## src/bcs_map.svh

```systemverilog
`ifndef BCS_MAP_SVH
`define BCS_MAP_SVH
// ----------------------------------------
// Register byte offsets
// ----------------------------------------
`define BCS_OFS_CTRL 8'h00
`define BCS_OFS_WAIT 8'h04
`define BCS_OFS_FREQ 8'h08
`define BCS_OFS_TERM 8'h0C
`define BCS_OFS_STAT 8'h10
// ----------------------------------------
// Control fields
// ----------------------------------------
`define BCS_CTRL_ENA 0
`define BCS_CTRL_MODE_LO 4
`define BCS_CTRL_FBYP 8
`define BCS_CTRL_ILK 9
`define BCS_CTRL_RST 32'h0000_0010
// ----------------------------------------
// Wait, frequency and terminal fields
// ----------------------------------------
`define BCS_WAIT_SW_LO 0
`define BCS_WAIT_ST_LO 16
`define BCS_WAIT_RST 32'h0005_0000
`define BCS_FREQ_SW_LO 0
`define BCS_FREQ_RR_LO 16
`define BCS_FREQ_RST 32'h270F_270F
`define BCS_TERM_RST 32'h0000_0000
// ----------------------------------------
// Setting values
// ----------------------------------------
`define BCS_SEQ_ON 1
`define BCS_MODE_EXT 4'h3
`define BCS_MODE_PANEL 4'h1
`define BCS_MODE_ILK 4'h7
`define BCS_FREQ_OFF 14'h270F
`define BCS_FN_SUPPLY 5'h11
`define BCS_FN_BYPASS 5'h12
`define BCS_FN_OUTPUT 5'h13
// ----------------------------------------
// Timing: waits count in ticks of 100 ms
// ----------------------------------------
`define BCS_TICK_MS 100
`define BCS_CLK_MHZ 250
`define BCS_TICK_CYC (`BCS_TICK_MS * `BCS_CLK_MHZ * 1000)
`endif

```

## src/bcs_pkg.sv

```systemverilog
package bcs_pkg;
    // Raw pin group from the operator or PLC switches
    typedef struct packed {
        logic permit;
        logic select;
        logic fwd;
        logic rev;
        logic thermal_ok;
        logic init;
        logic interlock;
    } bcs_pins_t;
    // Drive status from logic on the same clock
    typedef struct packed {
        logic fault;
        logic fault_no_bypass;
        logic [13:0] out_freq;
        logic [13:0] freq_cmd;
    } bcs_drv_t;
    typedef enum logic [1:0] {
        T_HOLD, T_OFF, T_DRV, T_BYP
    } bcs_tgt_t;
    typedef enum logic [1:0] {
        ST_OFF, ST_SETTLE, ST_DRIVE, ST_BYPASS
    } bcs_state_t;
endpackage

```

## src/bcs_top.sv

```systemverilog
// The placing of the registers and the AHB-Lite slave port are this design's own decisions.
`timescale 1ns/1ps
`default_nettype none
`include "bcs_map.svh"

module bcs_top
    import bcs_pkg::*;
#(
    parameter int TICK_CYC = `BCS_TICK_CYC,
    parameter int NTERM = 3
) (
    input wire logic hclk,
    input wire logic hresetn,
    input wire logic hsel,
    input wire logic [31:0] haddr,
    input wire logic [1:0] htrans,
    input wire logic hwrite,
    input wire logic [2:0] hsize,
    input wire logic [31:0] hwdata,
    input wire logic hready,
    output logic hreadyout,
    output logic hresp,
    output logic [31:0] hrdata,
    input wire bcs_pins_t pins,
    input wire bcs_drv_t drv,
    output logic supply_contactor_drive,
    output logic bypass_contactor_drive,
    output logic output_contactor_drive,
    output logic [NTERM-1:0] term_out,
    output logic drive_run_ok,
    output logic panel_interlock_out,
    output logic seq_active
);

    // ----------------------------------------
    // Pin synchronisers
    // ----------------------------------------
    bcs_pins_t pin_meta;
    bcs_pins_t pin_s;

    // Switches are asynchronous to hclk
    always_ff @(posedge hclk or negedge hresetn) begin
        if (!hresetn) begin
            pin_meta <= '0;
            pin_s <= '0;
        end else begin
            pin_meta <= pins;
            pin_s <= pin_meta;
        end
    end

    // ----------------------------------------
    // Bus slave
    // ----------------------------------------
    logic [31:0] reg_ctrl;
    logic [31:0] reg_wait;
    logic [31:0] reg_freq;
    logic [31:0] reg_term;
    logic [31:0] stat_word;
    logic wr_pend;
    logic [7:0] wr_addr;
    logic addr_ok;
    logic [31:0] rd_mux;

    // Address phase accepted only on a real transfer
    assign addr_ok = hsel & htrans[1] & hready;

    // Writes land in the data phase; hsize is always a word here
    always_ff @(posedge hclk or negedge hresetn) begin
        if (!hresetn) begin
            wr_pend <= 1'b0;
            wr_addr <= 8'h00;
        end else begin
            wr_pend <= addr_ok & hwrite;
            wr_addr <= haddr[7:0];
        end
    end

    // Zero wait state, always OKAY
    always_ff @(posedge hclk or negedge hresetn) begin
        if (!hresetn) begin
            hreadyout <= 1'b1;
            hresp <= 1'b0;
        end else begin
            hreadyout <= 1'b1;
            hresp <= 1'b0;
        end
    end

    // Register writes; unmapped offsets are dropped
    always_ff @(posedge hclk or negedge hresetn) begin
        if (!hresetn) begin
            reg_ctrl <= `BCS_CTRL_RST;
            reg_wait <= `BCS_WAIT_RST;
            reg_freq <= `BCS_FREQ_RST;
            reg_term <= `BCS_TERM_RST;
        end else if (wr_pend) begin
            case (wr_addr)
                `BCS_OFS_CTRL: reg_ctrl <= hwdata;
                `BCS_OFS_WAIT: reg_wait <= hwdata;
                `BCS_OFS_FREQ: reg_freq <= hwdata;
                `BCS_OFS_TERM: reg_term <= hwdata;
                default: ;
            endcase
        end
    end

    // Read mux; unmapped reads return zero
    always_comb begin
        case (haddr[7:0])
            `BCS_OFS_CTRL: rd_mux = reg_ctrl;
            `BCS_OFS_WAIT: rd_mux = reg_wait;
            `BCS_OFS_FREQ: rd_mux = reg_freq;
            `BCS_OFS_TERM: rd_mux = reg_term;
            `BCS_OFS_STAT: rd_mux = stat_word;
            default: rd_mux = 32'h0000_0000;
        endcase
    end

    // Read data sampled at the address phase, stands in data phase
    always_ff @(posedge hclk or negedge hresetn) begin
        if (!hresetn) begin
            hrdata <= 32'h0000_0000;
        end else if (addr_ok & ~hwrite) begin
            hrdata <= rd_mux;
        end
    end

    // ----------------------------------------
    // Setting fields
    // ----------------------------------------
    logic seq_en;
    logic [3:0] mode;
    logic fault_bypass;
    logic ilk_assigned;
    logic [7:0] sw_wait;
    logic [7:0] st_wait;
    logic [13:0] sw_freq;
    logic [13:0] ret_range;
    logic seq_mode;
    logic direct_mode;
    logic auto_on;

    assign seq_en = reg_ctrl[`BCS_CTRL_ENA];
    assign mode = reg_ctrl[`BCS_CTRL_MODE_LO +: 4];
    assign fault_bypass = reg_ctrl[`BCS_CTRL_FBYP];
    assign ilk_assigned = reg_ctrl[`BCS_CTRL_ILK];
    assign sw_wait = reg_wait[`BCS_WAIT_SW_LO +: 8];
    assign st_wait = reg_wait[`BCS_WAIT_ST_LO +: 8];
    assign sw_freq = reg_freq[`BCS_FREQ_SW_LO +: 14];
    assign ret_range = reg_freq[`BCS_FREQ_RR_LO +: 14];
    // Full sequence only in external/combined mode
    assign seq_mode = seq_en & (mode == `BCS_MODE_EXT);
    // Any other mode: supply and output simply on, no waits
    assign direct_mode = seq_en & ~seq_mode;
    assign auto_on = seq_mode & (sw_freq != `BCS_FREQ_OFF);

    // ----------------------------------------
    // Tick divider for the programmable waits
    // ----------------------------------------
    logic [31:0] div_cnt;
    logic tick;

    always_ff @(posedge hclk or negedge hresetn) begin
        if (!hresetn) begin
            div_cnt <= 32'h0000_0000;
            tick <= 1'b0;
        end else if (div_cnt >= 32'(TICK_CYC - 1)) begin
            div_cnt <= 32'h0000_0000;
            tick <= 1'b1;
        end else begin
            div_cnt <= div_cnt + 32'h0000_0001;
            tick <= 1'b0;
        end
    end

    // ----------------------------------------
    // Fault latch
    // ----------------------------------------
    logic fault_q;
    logic fault_nb_q;
    logic run_cmd;
    logic thermal_bad;

    assign run_cmd = pin_s.fwd | pin_s.rev;
    assign thermal_bad = ~pin_s.thermal_ok;

    // Held until status initialise; a new fault wins over the clear
    always_ff @(posedge hclk or negedge hresetn) begin
        if (!hresetn) begin
            fault_q <= 1'b0;
            fault_nb_q <= 1'b0;
        end else if (drv.fault) begin
            fault_q <= 1'b1;
            fault_nb_q <= fault_nb_q | drv.fault_no_bypass;
        end else if (pin_s.init) begin
            fault_q <= 1'b0;
            fault_nb_q <= 1'b0;
        end
    end

    // ----------------------------------------
    // Automatic switchover by frequency
    // ----------------------------------------
    // State is read by the switchover latch, so it is declared first
    bcs_state_t state;
    bcs_state_t next_state;
    logic auto_byp;
    logic [14:0] ret_level;
    logic ret_hit;

    // Guard against underflow when range exceeds switch frequency
    assign ret_level = {1'b0, sw_freq} - {1'b0, ret_range};
    assign ret_hit = (ret_range != `BCS_FREQ_OFF) & ~ret_level[14]
        & ({1'b0, drv.freq_cmd} < ret_level);

    // Set while driving at or above switch frequency
    always_ff @(posedge hclk or negedge hresetn) begin
        if (!hresetn) begin
            auto_byp <= 1'b0;
        end else if (~auto_on | ~run_cmd | ~pin_s.permit
            | ~pin_s.select) begin
            auto_byp <= 1'b0;
        end else if (state == ST_DRIVE
            && drv.out_freq >= sw_freq) begin
            auto_byp <= 1'b1;
        end else if (auto_byp & ret_hit) begin
            auto_byp <= 1'b0;
        end
    end

    // ----------------------------------------
    // Target selection
    // ----------------------------------------
    bcs_tgt_t tgt;

    always_comb begin
        tgt = T_OFF;
        if (!seq_en) begin
            tgt = T_OFF;
        end else if (thermal_bad) begin
            tgt = T_OFF;
        end else if (fault_q) begin
            // Excluded faults never move to bypass
            tgt = (fault_bypass & ~fault_nb_q) ? T_BYP : T_OFF;
        end else if (direct_mode) begin
            tgt = T_DRV;
        end else if (pin_s.init) begin
            // Bypass drops, output contactor unchanged
            tgt = (state == ST_DRIVE) ? T_HOLD : T_OFF;
        end else if (!pin_s.permit) begin
            // Select and run ignored; output contactor unchanged
            tgt = (state == ST_DRIVE) ? T_HOLD : T_OFF;
        end else if (!pin_s.select) begin
            tgt = T_BYP;
        end else if (auto_byp) begin
            tgt = T_BYP;
        end else begin
            // Run on or off, output contactor stays closed
            tgt = T_DRV;
        end
    end

    // ----------------------------------------
    // Contactor sequencer
    // ----------------------------------------
    logic [7:0] sw_cnt;
    logic sw_done;

    // Panel and other modes skip the switch wait
    assign sw_done = ~seq_mode | (sw_cnt >= sw_wait);

    always_comb begin
        next_state = state;
        case (state)
            ST_OFF: begin
                if (tgt == T_DRV || tgt == T_BYP) begin
                    next_state = ST_SETTLE;
                end
            end
            ST_SETTLE: begin
                if (tgt == T_OFF || tgt == T_HOLD) begin
                    next_state = ST_OFF;
                end else if (sw_done) begin
                    next_state = (tgt == T_DRV) ? ST_DRIVE : ST_BYPASS;
                end
            end
            ST_DRIVE: begin
                // Open output first, motor coasts before bypass
                if (tgt == T_BYP || tgt == T_OFF) begin
                    next_state = ST_OFF;
                end
            end
            ST_BYPASS: begin
                // Open bypass first, motor coasts before drive
                if (tgt != T_BYP) begin
                    next_state = ST_OFF;
                end
            end
            default: next_state = ST_OFF;
        endcase
    end

    always_ff @(posedge hclk or negedge hresetn) begin
        if (!hresetn) begin
            state <= ST_OFF;
        end else begin
            state <= next_state;
        end
    end

    // Switch wait counter, restarts on entry to settle
    always_ff @(posedge hclk or negedge hresetn) begin
        if (!hresetn) begin
            sw_cnt <= 8'h00;
        end else if (state != ST_SETTLE) begin
            sw_cnt <= 8'h00;
        end else if (tick && sw_cnt != 8'hFF) begin
            sw_cnt <= sw_cnt + 8'h01;
        end
    end

    // ----------------------------------------
    // Start wait after coasting from bypass
    // ----------------------------------------
    logic coasted;
    logic [7:0] st_cnt;

    // Bypass left without a drive target means a coast to stop
    always_ff @(posedge hclk or negedge hresetn) begin
        if (!hresetn) begin
            coasted <= 1'b0;
        end else if (state == ST_BYPASS && tgt != T_BYP
            && tgt != T_DRV) begin
            coasted <= 1'b1;
        end else if (~seq_mode
            || (state == ST_DRIVE && st_cnt >= st_wait)) begin
            coasted <= 1'b0;
        end
    end

    always_ff @(posedge hclk or negedge hresetn) begin
        if (!hresetn) begin
            st_cnt <= 8'h00;
        end else if (state != ST_DRIVE || !coasted) begin
            st_cnt <= 8'h00;
        end else if (tick && st_cnt != 8'hFF) begin
            st_cnt <= st_cnt + 8'h01;
        end
    end

    // ----------------------------------------
    // Contactor outputs
    // ----------------------------------------
    logic next_sup;

    // Supply opens on fault or thermal trip; recloses on init after a fault, or once thermal_ok returns after a trip
    assign next_sup = seq_en & ~fault_q & ~thermal_bad;

    // Driven from next_state so both close states stay exclusive
    always_ff @(posedge hclk or negedge hresetn) begin
        if (!hresetn) begin
            supply_contactor_drive <= 1'b0;
            bypass_contactor_drive <= 1'b0;
            output_contactor_drive <= 1'b0;
        end else begin
            supply_contactor_drive <= next_sup;
            bypass_contactor_drive <= (next_state == ST_BYPASS);
            output_contactor_drive <= (next_state == ST_DRIVE);
        end
    end

    // Drive may run only after any pending start wait
    always_ff @(posedge hclk or negedge hresetn) begin
        if (!hresetn) begin
            drive_run_ok <= 1'b0;
        end else begin
            drive_run_ok <= (next_state == ST_DRIVE) & run_cmd
                & (direct_mode | (pin_s.permit & pin_s.select
                & ~coasted));
        end
    end

    // ----------------------------------------
    // Terminal routing and misc status
    // ----------------------------------------
    logic [2:0] ctc;

    assign ctc = {output_contactor_drive, bypass_contactor_drive,
        supply_contactor_drive};

    genvar gi;
    generate
        for (gi = 0; gi < NTERM; gi++) begin : g_term
            logic [4:0] fn;
            assign fn = reg_term[gi*8 +: 5];
            // Lag of one cycle behind the contactor flops
            always_ff @(posedge hclk or negedge hresetn) begin
                if (!hresetn) begin
                    term_out[gi] <= 1'b0;
                end else begin
                    case (fn)
                        `BCS_FN_SUPPLY: term_out[gi] <= ctc[0];
                        `BCS_FN_BYPASS: term_out[gi] <= ctc[1];
                        `BCS_FN_OUTPUT: term_out[gi] <= ctc[2];
                        default: term_out[gi] <= 1'b0;
                    endcase
                end
            end
        end
    endgenerate

    // In interlock mode (mode 7), permit doubles as interlock when none is assigned
    always_ff @(posedge hclk or negedge hresetn) begin
        if (!hresetn) begin
            panel_interlock_out <= 1'b0;
            seq_active <= 1'b0;
        end else begin
            panel_interlock_out <= (seq_en && mode == `BCS_MODE_ILK
                && !ilk_assigned) ? pin_s.permit
                : pin_s.interlock;
            seq_active <= seq_mode;
        end
    end

    // Status: state, contactors, flags
    assign stat_word = {22'h000000, auto_byp, coasted, fault_nb_q,
        fault_q, ctc, state[1:0], seq_mode};

endmodule
`default_nettype wire
```

## config.mk

```make
export PLATFORM = sky130hd
export DESIGN_NAME = bcs_top
export DESIGN_NICKNAME = d
export VERILOG_FILES = /design/src/bcs_pkg.sv /design/src/bcs_top.sv
export VERILOG_INCLUDE_DIRS = /design/src /design/src/src
export SDC_FILE = /design/constraint.sdc
export NUM_CORES = 1
export LEC_CHECK = 0
export BUFFER_PORTS_ARGS = -buffer_cell sky130_fd_sc_hd__buf_2
export CORE_ASPECT_RATIO = 0.9
export CORE_MARGIN = 2
export CORE_UTILIZATION = 30
export CTS_CLUSTER_SIZE = 12
export DETAILED_ROUTE_END_ITERATION = 6
export MAX_ROUTING_LAYER = met4
export PLACE_DENSITY_LB_ADDON = 0.05
export RECOVER_POWER = 25
export SYNTH_ARGS = -nofsm -noshare
export SYNTH_HDL_FRONTEND = slang
export SYNTH_SLANG_ARGS = --single-unit
```

## constraint.sdc

```tcl
create_clock -name hclk -period 4.6 [get_ports hclk]
set_clock_uncertainty 0.15 [all_clocks]
set_input_delay 0.46 -clock hclk [delete_from_list [all_inputs] [get_ports hclk]]
set_output_delay 0.46 -clock hclk [all_outputs]
set_load 0.02 [all_outputs]
```

==> run_results.csv, run 1 <==
group,metric,value,unit
die,start_util,30.4,%
logic_synthesis,netlist_instances,1063,
grt,grt_usage,17.4,%
cells_and_area,stdcell_area,14400,um2
sta,worstMarginPinSlew,2420,ps
sta,rsz0062_at_grt,"false",
setup_path,cp.arrival,4230,ps
setup_path,required,4880,ps
die,die_x,215,um
logic_synthesis,synth_area_per_cell,11.3,um2
power,totalPowerFinal,4.94,mW
grt,grt_pass1_vias,8894,
drt,ant_nets,0,
setup_path,r2r_setup_slack,660,ps
die,core,39500,um2
logic_synthesis,async_flop_share,100,%
power,p_per_area,342,nW/um2
cells_and_area,area_delta_synth_final,20.1,%
setup_path,startpoint_type,"register",
sta,setup_slack,657,ps
sta,fin_tns_setup,0,ps
drt,drc,0,
logic_synthesis,synth-seq-cells,247,
logic_synthesis,synth.most_common_cell,"dfrtp_1",
clock_tree,ctsLongestPathBuffers,3,
placement,dp_hpwl,23500,um
drt,vias,8559,
cells_and_area,fill_cells,4022,
logic_synthesis,synthFlopType,"dfrtp_1",
sta,fmax,254,MHz
setup_path,end_kind,"register",
sta,relSlewSlack,-61.3,%
cells_and_area,final_util,36.5,%
clock_tree,ctsResizeCount,0,
logic_synthesis,yosys.area.top_type,"dfrtp_1",
clock_tree,clk_latency,570,ps
placement,routabilityCongestion,0.785,
drt,totalWireLength,34700,um
placement,port_buffers,123,
run,maxCapViolCount,1,
grt,antenna_found_initial,1,
die,die_h,194,um
logic_synthesis,yosys-top-cells-area,"dfrtp_1 47%, mux2_2 12%, ha_1 6.2%",
outcome,violations,"max-capacitance violations, max-slew violations",
drt,via_per_inst,4.80,
sta,period_share,85.7,%
logic_synthesis,yosysSeqAreaShare,51.6,%
placement,dp_slack,660,ps
logic_synthesis,yosysUniqueCellTypes,57,
grt,grt_max_degree,88,
clock_tree,clock_sinks,247,
sta,hold_viol_final,0,
sta,maxSlewViolCount,88,
clock_tree,cts_setup_buffers,0,
grt,grt_first_pass_wirelength,54300,um
power,p_leak,6.59,nW
drt,first_iter_violations,492,
outcome,status,"finished with violations",
grt,overflow,0,
logic_synthesis,synth_top_area_share,47.5,%
logic_synthesis,synth-edff-count,0,
clock_tree,cts_tree,"yes",
power,ir_drop,248,uV
sta,finalSetupViolations,0,
setup_path,path_class,"register to register",
logic_synthesis,yosys_warnings,0,
cells_and_area,nets,1398,
clock_tree,htreeDepth,1,
placement,placed_area,13300,um2
die,std_cell_rows,69,
die,io_pins,154,
die,die_area,41700,um2
sta,period_needed,3940,ps
cells_and_area,layout-drive-gt1-share,26.8,%
drt,wl_per_cell,19.5,um
drt,drt_first_pass_iters,4,
setup_path,critPathMaxFanout,4,
clock_tree,clkSlewWorstSetupHoldPaths,70,ps
logic_synthesis,synth.top_cells.by_count,"228 x dfrtp_1, 131 x mux2_2, 93 x nor2_1",
logic_synthesis,syn_area,12000,um2
clock_tree,cts_inserted_buffers,29,
worst_hold_path,holdCritPathClass,"input pin to register",
clock_tree,clockRootBuffer,"clkbuf_16",
cells in the final DEF (no fill, tap or decap), types with 4 or more instances in the layout:
master | netlist | final
nand3b_1 | 5 | 5
a31oi_1 | 4 | 4
inv_1 | 57 | 57
a21o_1 | 9 | 9
nand2b_1 | 8 | 8
nand2_1 | 80 | 79
buf_2 | 13 | 113
dlygate4sd3_1 | 0 | 21
xor2_1 | 23 | 23
dfrtp_1 | 228 | 228
nor2_1 | 93 | 93
nand4_1 | 13 | 13
nor2b_1 | 4 | 4
or3_1 | 5 | 5
a21oi_1 | 31 | 31
nand4b_1 | 5 | 5
mux2i_1 | 33 | 33
dfstp_2 | 19 | 19
a221oi_1 | 32 | 32
ha_1 | 60 | 60
clkbuf_1 | 14 | 17
a211o_1 | 5 | 5
clkbuf_16 | 0 | 29
a211oi_1 | 4 | 4
mux2_2 | 131 | 130
o21ai_1 | 5 | 5
clkbuf_8 | 0 | 5
xnor2_1 | 19 | 19
nor3_1 | 12 | 12
buf_4 | 2 | 15
and3_1 | 8 | 8
clkinv_2 | 0 | 9
conb_1 | 2 | 9
o21ai_0 | 62 | 62
nand3_1 | 29 | 28
worst max-delay path, stage by stage, from the launching register on:
cell	delay, ps
dfstp_2	550
inv_1	70
ha_1	260
nor2b_1	140
o2111ai_1	220
nand4_1	160
and3_1	230
o21ai_0	320
a31oi_1	150
xnor2_1	160
ha_1	300
nand3_1	90
a21oi_1	170
o2111ai_1	160
a41o_1	270
a2111oi_0	430
cell families after synthesis:
logic type	count (synthesis)	share of synthesized area (%)
compound gates	176	9.45
xor+xnor	42	3.06
fa+ha+maj	61	6.41
buf+inv	93	3.29
flops	247	51.6
mux	164	15.0
other cells	2	0.0625
simple gates	278	11.1
state kept, by name (all words and copies together), names as in the netlist, 7 cells and up:
register and flops:
wr_addr 8, hrdata 32, pin_meta 7, st_cnt 8, pin_s 7, reg_freq 32
reg_wait 32, reg_ctrl 32, reg_term 32, div_cnt 32, sw_cnt 8
repair_timing:
item / CTS / global route
setup endpoints to repair: 0 / 0
endpoints found under the hold margin: 105 / 0
hold buffers: 21 / 0
layout make-up:
type                       instances  area, um2  area share (%)
multi-input combinational        730       5470            37.9
tap                              532        666            4.61
antenna                            1       2.50          0.0173
clock inverter                    12       91.3           0.633
timing repair buffer             161        955            6.62
inverter                          57        214            1.48
sequential                       247       6200            43.0
clock buffer                      42        825            5.71
layer usage:
layer,track usage (%),wire length (um),vias to the layer above
li1,-,-,4129
met1,24.6,17300,4264
met2,26.7,15700,125
met3,2.49,1160,41
met4,3.50,589,0
met5,-,0,-
through the flow:
step / hold WS [ps] / std cells
final: 28.8 / 1782
after CTS: 0.00849 / 1781
after detailed placement: 186 / 1706
after global placement: 183 / 1706
after floorplan: 14.4 / 1070
after global routing: 8.07 / 1782
power breakdown:
part	internal (mW)	leakage (nW)	switching, mW
Clock	1.30	0.457	0.938
Sequential	2.24	3.12	0.0508
Combinational	0.178	3.01	0.231
Total	3.72	6.59	1.22
worst paths after layout:
| check | startpoint | end | depth (start not counted) |
|---|---|---|---|
| max | reg_freq[17]$_DFFE_PN1P_ | auto_byp$_DFFE_PN0P_ | 15 |
| min | hwdata[24] | reg_wait[24]$_DFFE_PN0P_ | 2 |
| min in group asynchronous | hresetn | reg_freq[11]$_DFFE_PN0P_ | 2 |
| min reg2reg | pin_meta[3]$_DFF_PN0_ | pin_s[3]$_DFF_PN0_ | 0 |
| max in group asynchronous | hresetn | reg_wait[31]$_DFFE_PN0P_ | 3 |
| max reg2reg | reg_freq[17]$_DFFE_PN1P_ | auto_byp$_DFFE_PN0P_ | 15 |
Note: power is estimated with default switching activity, not from simulation.
==> run 2, diff against run 1 <==
--- a/config.mk
+++ b/config.mk
@@ -9,7 +9,7 @@
 export BUFFER_PORTS_ARGS = -buffer_cell sky130_fd_sc_hd__buf_2
 export CORE_ASPECT_RATIO = 0.9
 export CORE_MARGIN = 2
-export CORE_UTILIZATION = 30
+export CORE_UTILIZATION = 49
 export CTS_CLUSTER_SIZE = 12
 export DETAILED_ROUTE_END_ITERATION = 6
 export MAX_ROUTING_LAYER = met4
==> run 2 against run 1 <==
Compared with the run above: the flow still finishes with violations (max-capacitance violations, max-slew violations); register-to-register slack improved by 70 ps; core utilization increased by 21 points; die area decreased by 38%; clock-buffer cell count increased by 1; sequential share of layout area increased by 1.3 points; final cell count decreased by 14%; sequential cell count unchanged; highest routed layer unchanged; non-clock buffer count decreased by 8; hold slack improved by 17 ps; clock power decreased by 7%; critical path depth decreased by 1; global-route usage increased by 6.4 points.
==> run_results.csv, run 2 (same netlist as run 1, synthesis figures left out) <==
group,metric,value,unit
clock_tree,clk_latency,530,ps
sta,fin_tns_setup,0,ps
setup_path,end_kind,"register",
outcome,status,"finished with violations",
setup_path,cp.arrival,4120,ps
cells_and_area,antennaDiodeCount,0,
sta,finalSetupViolations,0,
grt,grt_usage,23.8,%
drt,wl_per_cell,18.8,um
die,die_x,169,um
placement,dp_hpwl,19800,um
grt,antenna_found_initial,0,
clock_tree,ctsLongestPathBuffers,3,
die,start_util,49.7,%
clock_tree,cts_setup_buffers,0,
power,intPower,3.66,mW
setup_path,startpoint,"reg_freq[1]$_DFFE_PN1P_",
setup_path,crit_chain,"ha_1 > nor2b_1 > o2111ai_1 > nand4_1 > and3_1 > o21ai_0 > a31oi_1 > xnor2_1 > ha_1 > nand3_1 > a21oi_1 > o21ai_0 > a41o_1 > a2111oi_0",
drt,via_per_inst,5.57,
placement,dp_slack,714,ps
drt,vias,8588,
die,die_area,25800,um2
clock_tree,clock_sinks,247,
run,maxCapViolCount,1,
cells_and_area,nets,1387,
clock_tree,cts_inserted_buffers,26,
power,switching_share,23.1,%
die,io_pins,154,
sta,period_needed,3870,ps
grt,grt_max_degree,130,
drt,totalWireLength,29000,um
sta,fmax,258,MHz
sta,relSlewSlack,-116,%
worst_hold_path,min_from,"htrans[1]",
setup_path,startpoint_type,"register",
power,p_per_area,339,nW/um2
placement,port_buffers,123,
cells_and_area,final_common_cell,"dfrtp_1",
power,combPwrFrac,8.2,%
power,ir_drop,287,uV
outcome,violations,"max-capacitance violations, max-slew violations",
cells_and_area,fill_cells,2130,
drt,drc,0,
setup_path,path_class,"register to register",
grt,grt_first_pass_wirelength,47300,um
setup_path,worstReg2RegStart,"reg_freq[1]$_DFFE_PN1P_",
setup_path,slowest_delay,620,ps
power,p_leak,6.51,nW
die,std_cell_rows,54,
sta,hold_viol_final,0,
cells_and_area,area_delta_synth_final,16.5,%
grt,overflow,0,
power,switchingPower,1.10,mW
drt,drt_first_pass_iters,5,
setup_path,r2r_setup_slack,730,ps
drt,first_iter_violations,438,
grt,grt_pass1_vias,8747,
sta,fin_hold_ws,46.1,ps
clock_tree,clkSlewWorstSetupHoldPaths,60,ps
sta,worstMarginPinSlew,3240,ps
die,core,24200,um2
cells_and_area,final_util,57.9,%
setup_path,critPathMaxFanout,6,
power,clockPowerShare,43.5,%
setup_path,required,4850,ps
die,die_h,153,um
cells_and_area,layout_common_cells,"228 x dfrtp_1, 131 x mux2_2, 115 x buf_2, 93 x nor2_1, 79 x nand2_1",
clock_tree,clockRootBuffer,"clkbuf_16",
sta,maxSlewViolCount,129,
setup_path,crit_path_top_delay_cell,"dfstp_2",
placement,routabilityCongestion,0.888,
sta,rsz0062_at_grt,"false",
clock_tree,htreeDepth,1,
power,totalPowerFinal,4.75,mW
cells_and_area,layout-drive-gt1-share,26.1,%
drt,ant_nets,0,
worst_hold_path,holdCritPathClass,"input pin to register",
sta,period_share,84.1,%
sta,setup_slack,729,ps
power,p_seq_share,48.3,%
clock_tree,cts_tree,"yes",
[run 2: cell types whose count changed in the layout (fill, tap and decap cells not counted), sizes merged]
| cell | previous run | this run |
|---|---|---|
| inv | 58 | 57 |
| bufinv | 1 | 2 |
| clkinvlp | 1 | 0 |
| diode | 1 | 0 |
| clkbuf | 53 | 51 |
| dlygate4sd3 | 21 | 16 |
| clkinv | 9 | 1 |
[run 2: worst max-delay path: cells and delay by family, from the launching register on]
| family | cells | cell delay, ps |
|---|---|---|
| AOI/OAI and AO/OA | 7 | 1650 |
| DFF | 1 | 620 |
| and+or+nand+nor | 4 | 610 |
| adders and majority gates | 2 | 540 |
| xor gates and xnor gates | 1 | 150 |
[run 2: stage by stage]
step / std cells / cell area [um2]
after detailed placement: 1479 / 13000
after global placement: 1479 / 13000
after global routing: 1541 / 14000
after floorplan: 1070 / 12000
final: 1541 / 14000
after CTS: 1541 / 14000
[run 2: layout make-up]
type / instances / area (um2) / area share (%)
Sequential cell: 247 / 6200 / 44.3
Multi-Input combinational cell: 730 / 5470 / 39.0
Timing Repair Buffer: 153 / 897 / 6.40
Clock buffer: 43 / 764 / 5.46
Tap cell: 308 / 385 / 2.75
Inverter: 57 / 214 / 1.53
Clock inverter: 3 / 76.3 / 0.545
[run 2: timing repair]
item	CTS	global route
hold buffers	16	0
resized for setup	0	0
hold endpoints to repair	133	0
[run 2: power by group through the flow]
stage                     registers (mW)  clock network (mW)  logic (mW)
after floorplan                     2.31                   0       0.229
after CTS                           2.29                2.12       0.397
after global routing                2.30                2.20       0.448
after global placement              2.33                   0       0.379
final                               2.29                2.07       0.389
after detailed placement            2.33                   0       0.384
[run 2: metal layers]
metal / wire length (um) / vias to the layer above / global-route usage (%)
met5: 0 / - / -
met4: 725 / 0 / 6.23
met3: 1120 / 50 / 3.01
met2: 13000 / 169 / 36.3
met1: 14100 / 4278 / 34.0
li1: - / 4091 / -
[run 2: worst paths after layout]
kind | endpoint | cells after the start
setup / recovery | auto_byp$_DFFE_PN0P_ | 14
hold / removal | wr_pend$_DFF_PN0_ | 2
max in group asynchronous | div_cnt[10]$_DFF_PN0_ | 2
hold reg to reg | pin_s[6]$_DFF_PN0_ | 0
min in group asynchronous | reg_term[13]$_DFFE_PN0P_ | 2
setup reg to reg | auto_byp$_DFFE_PN0P_ | 14
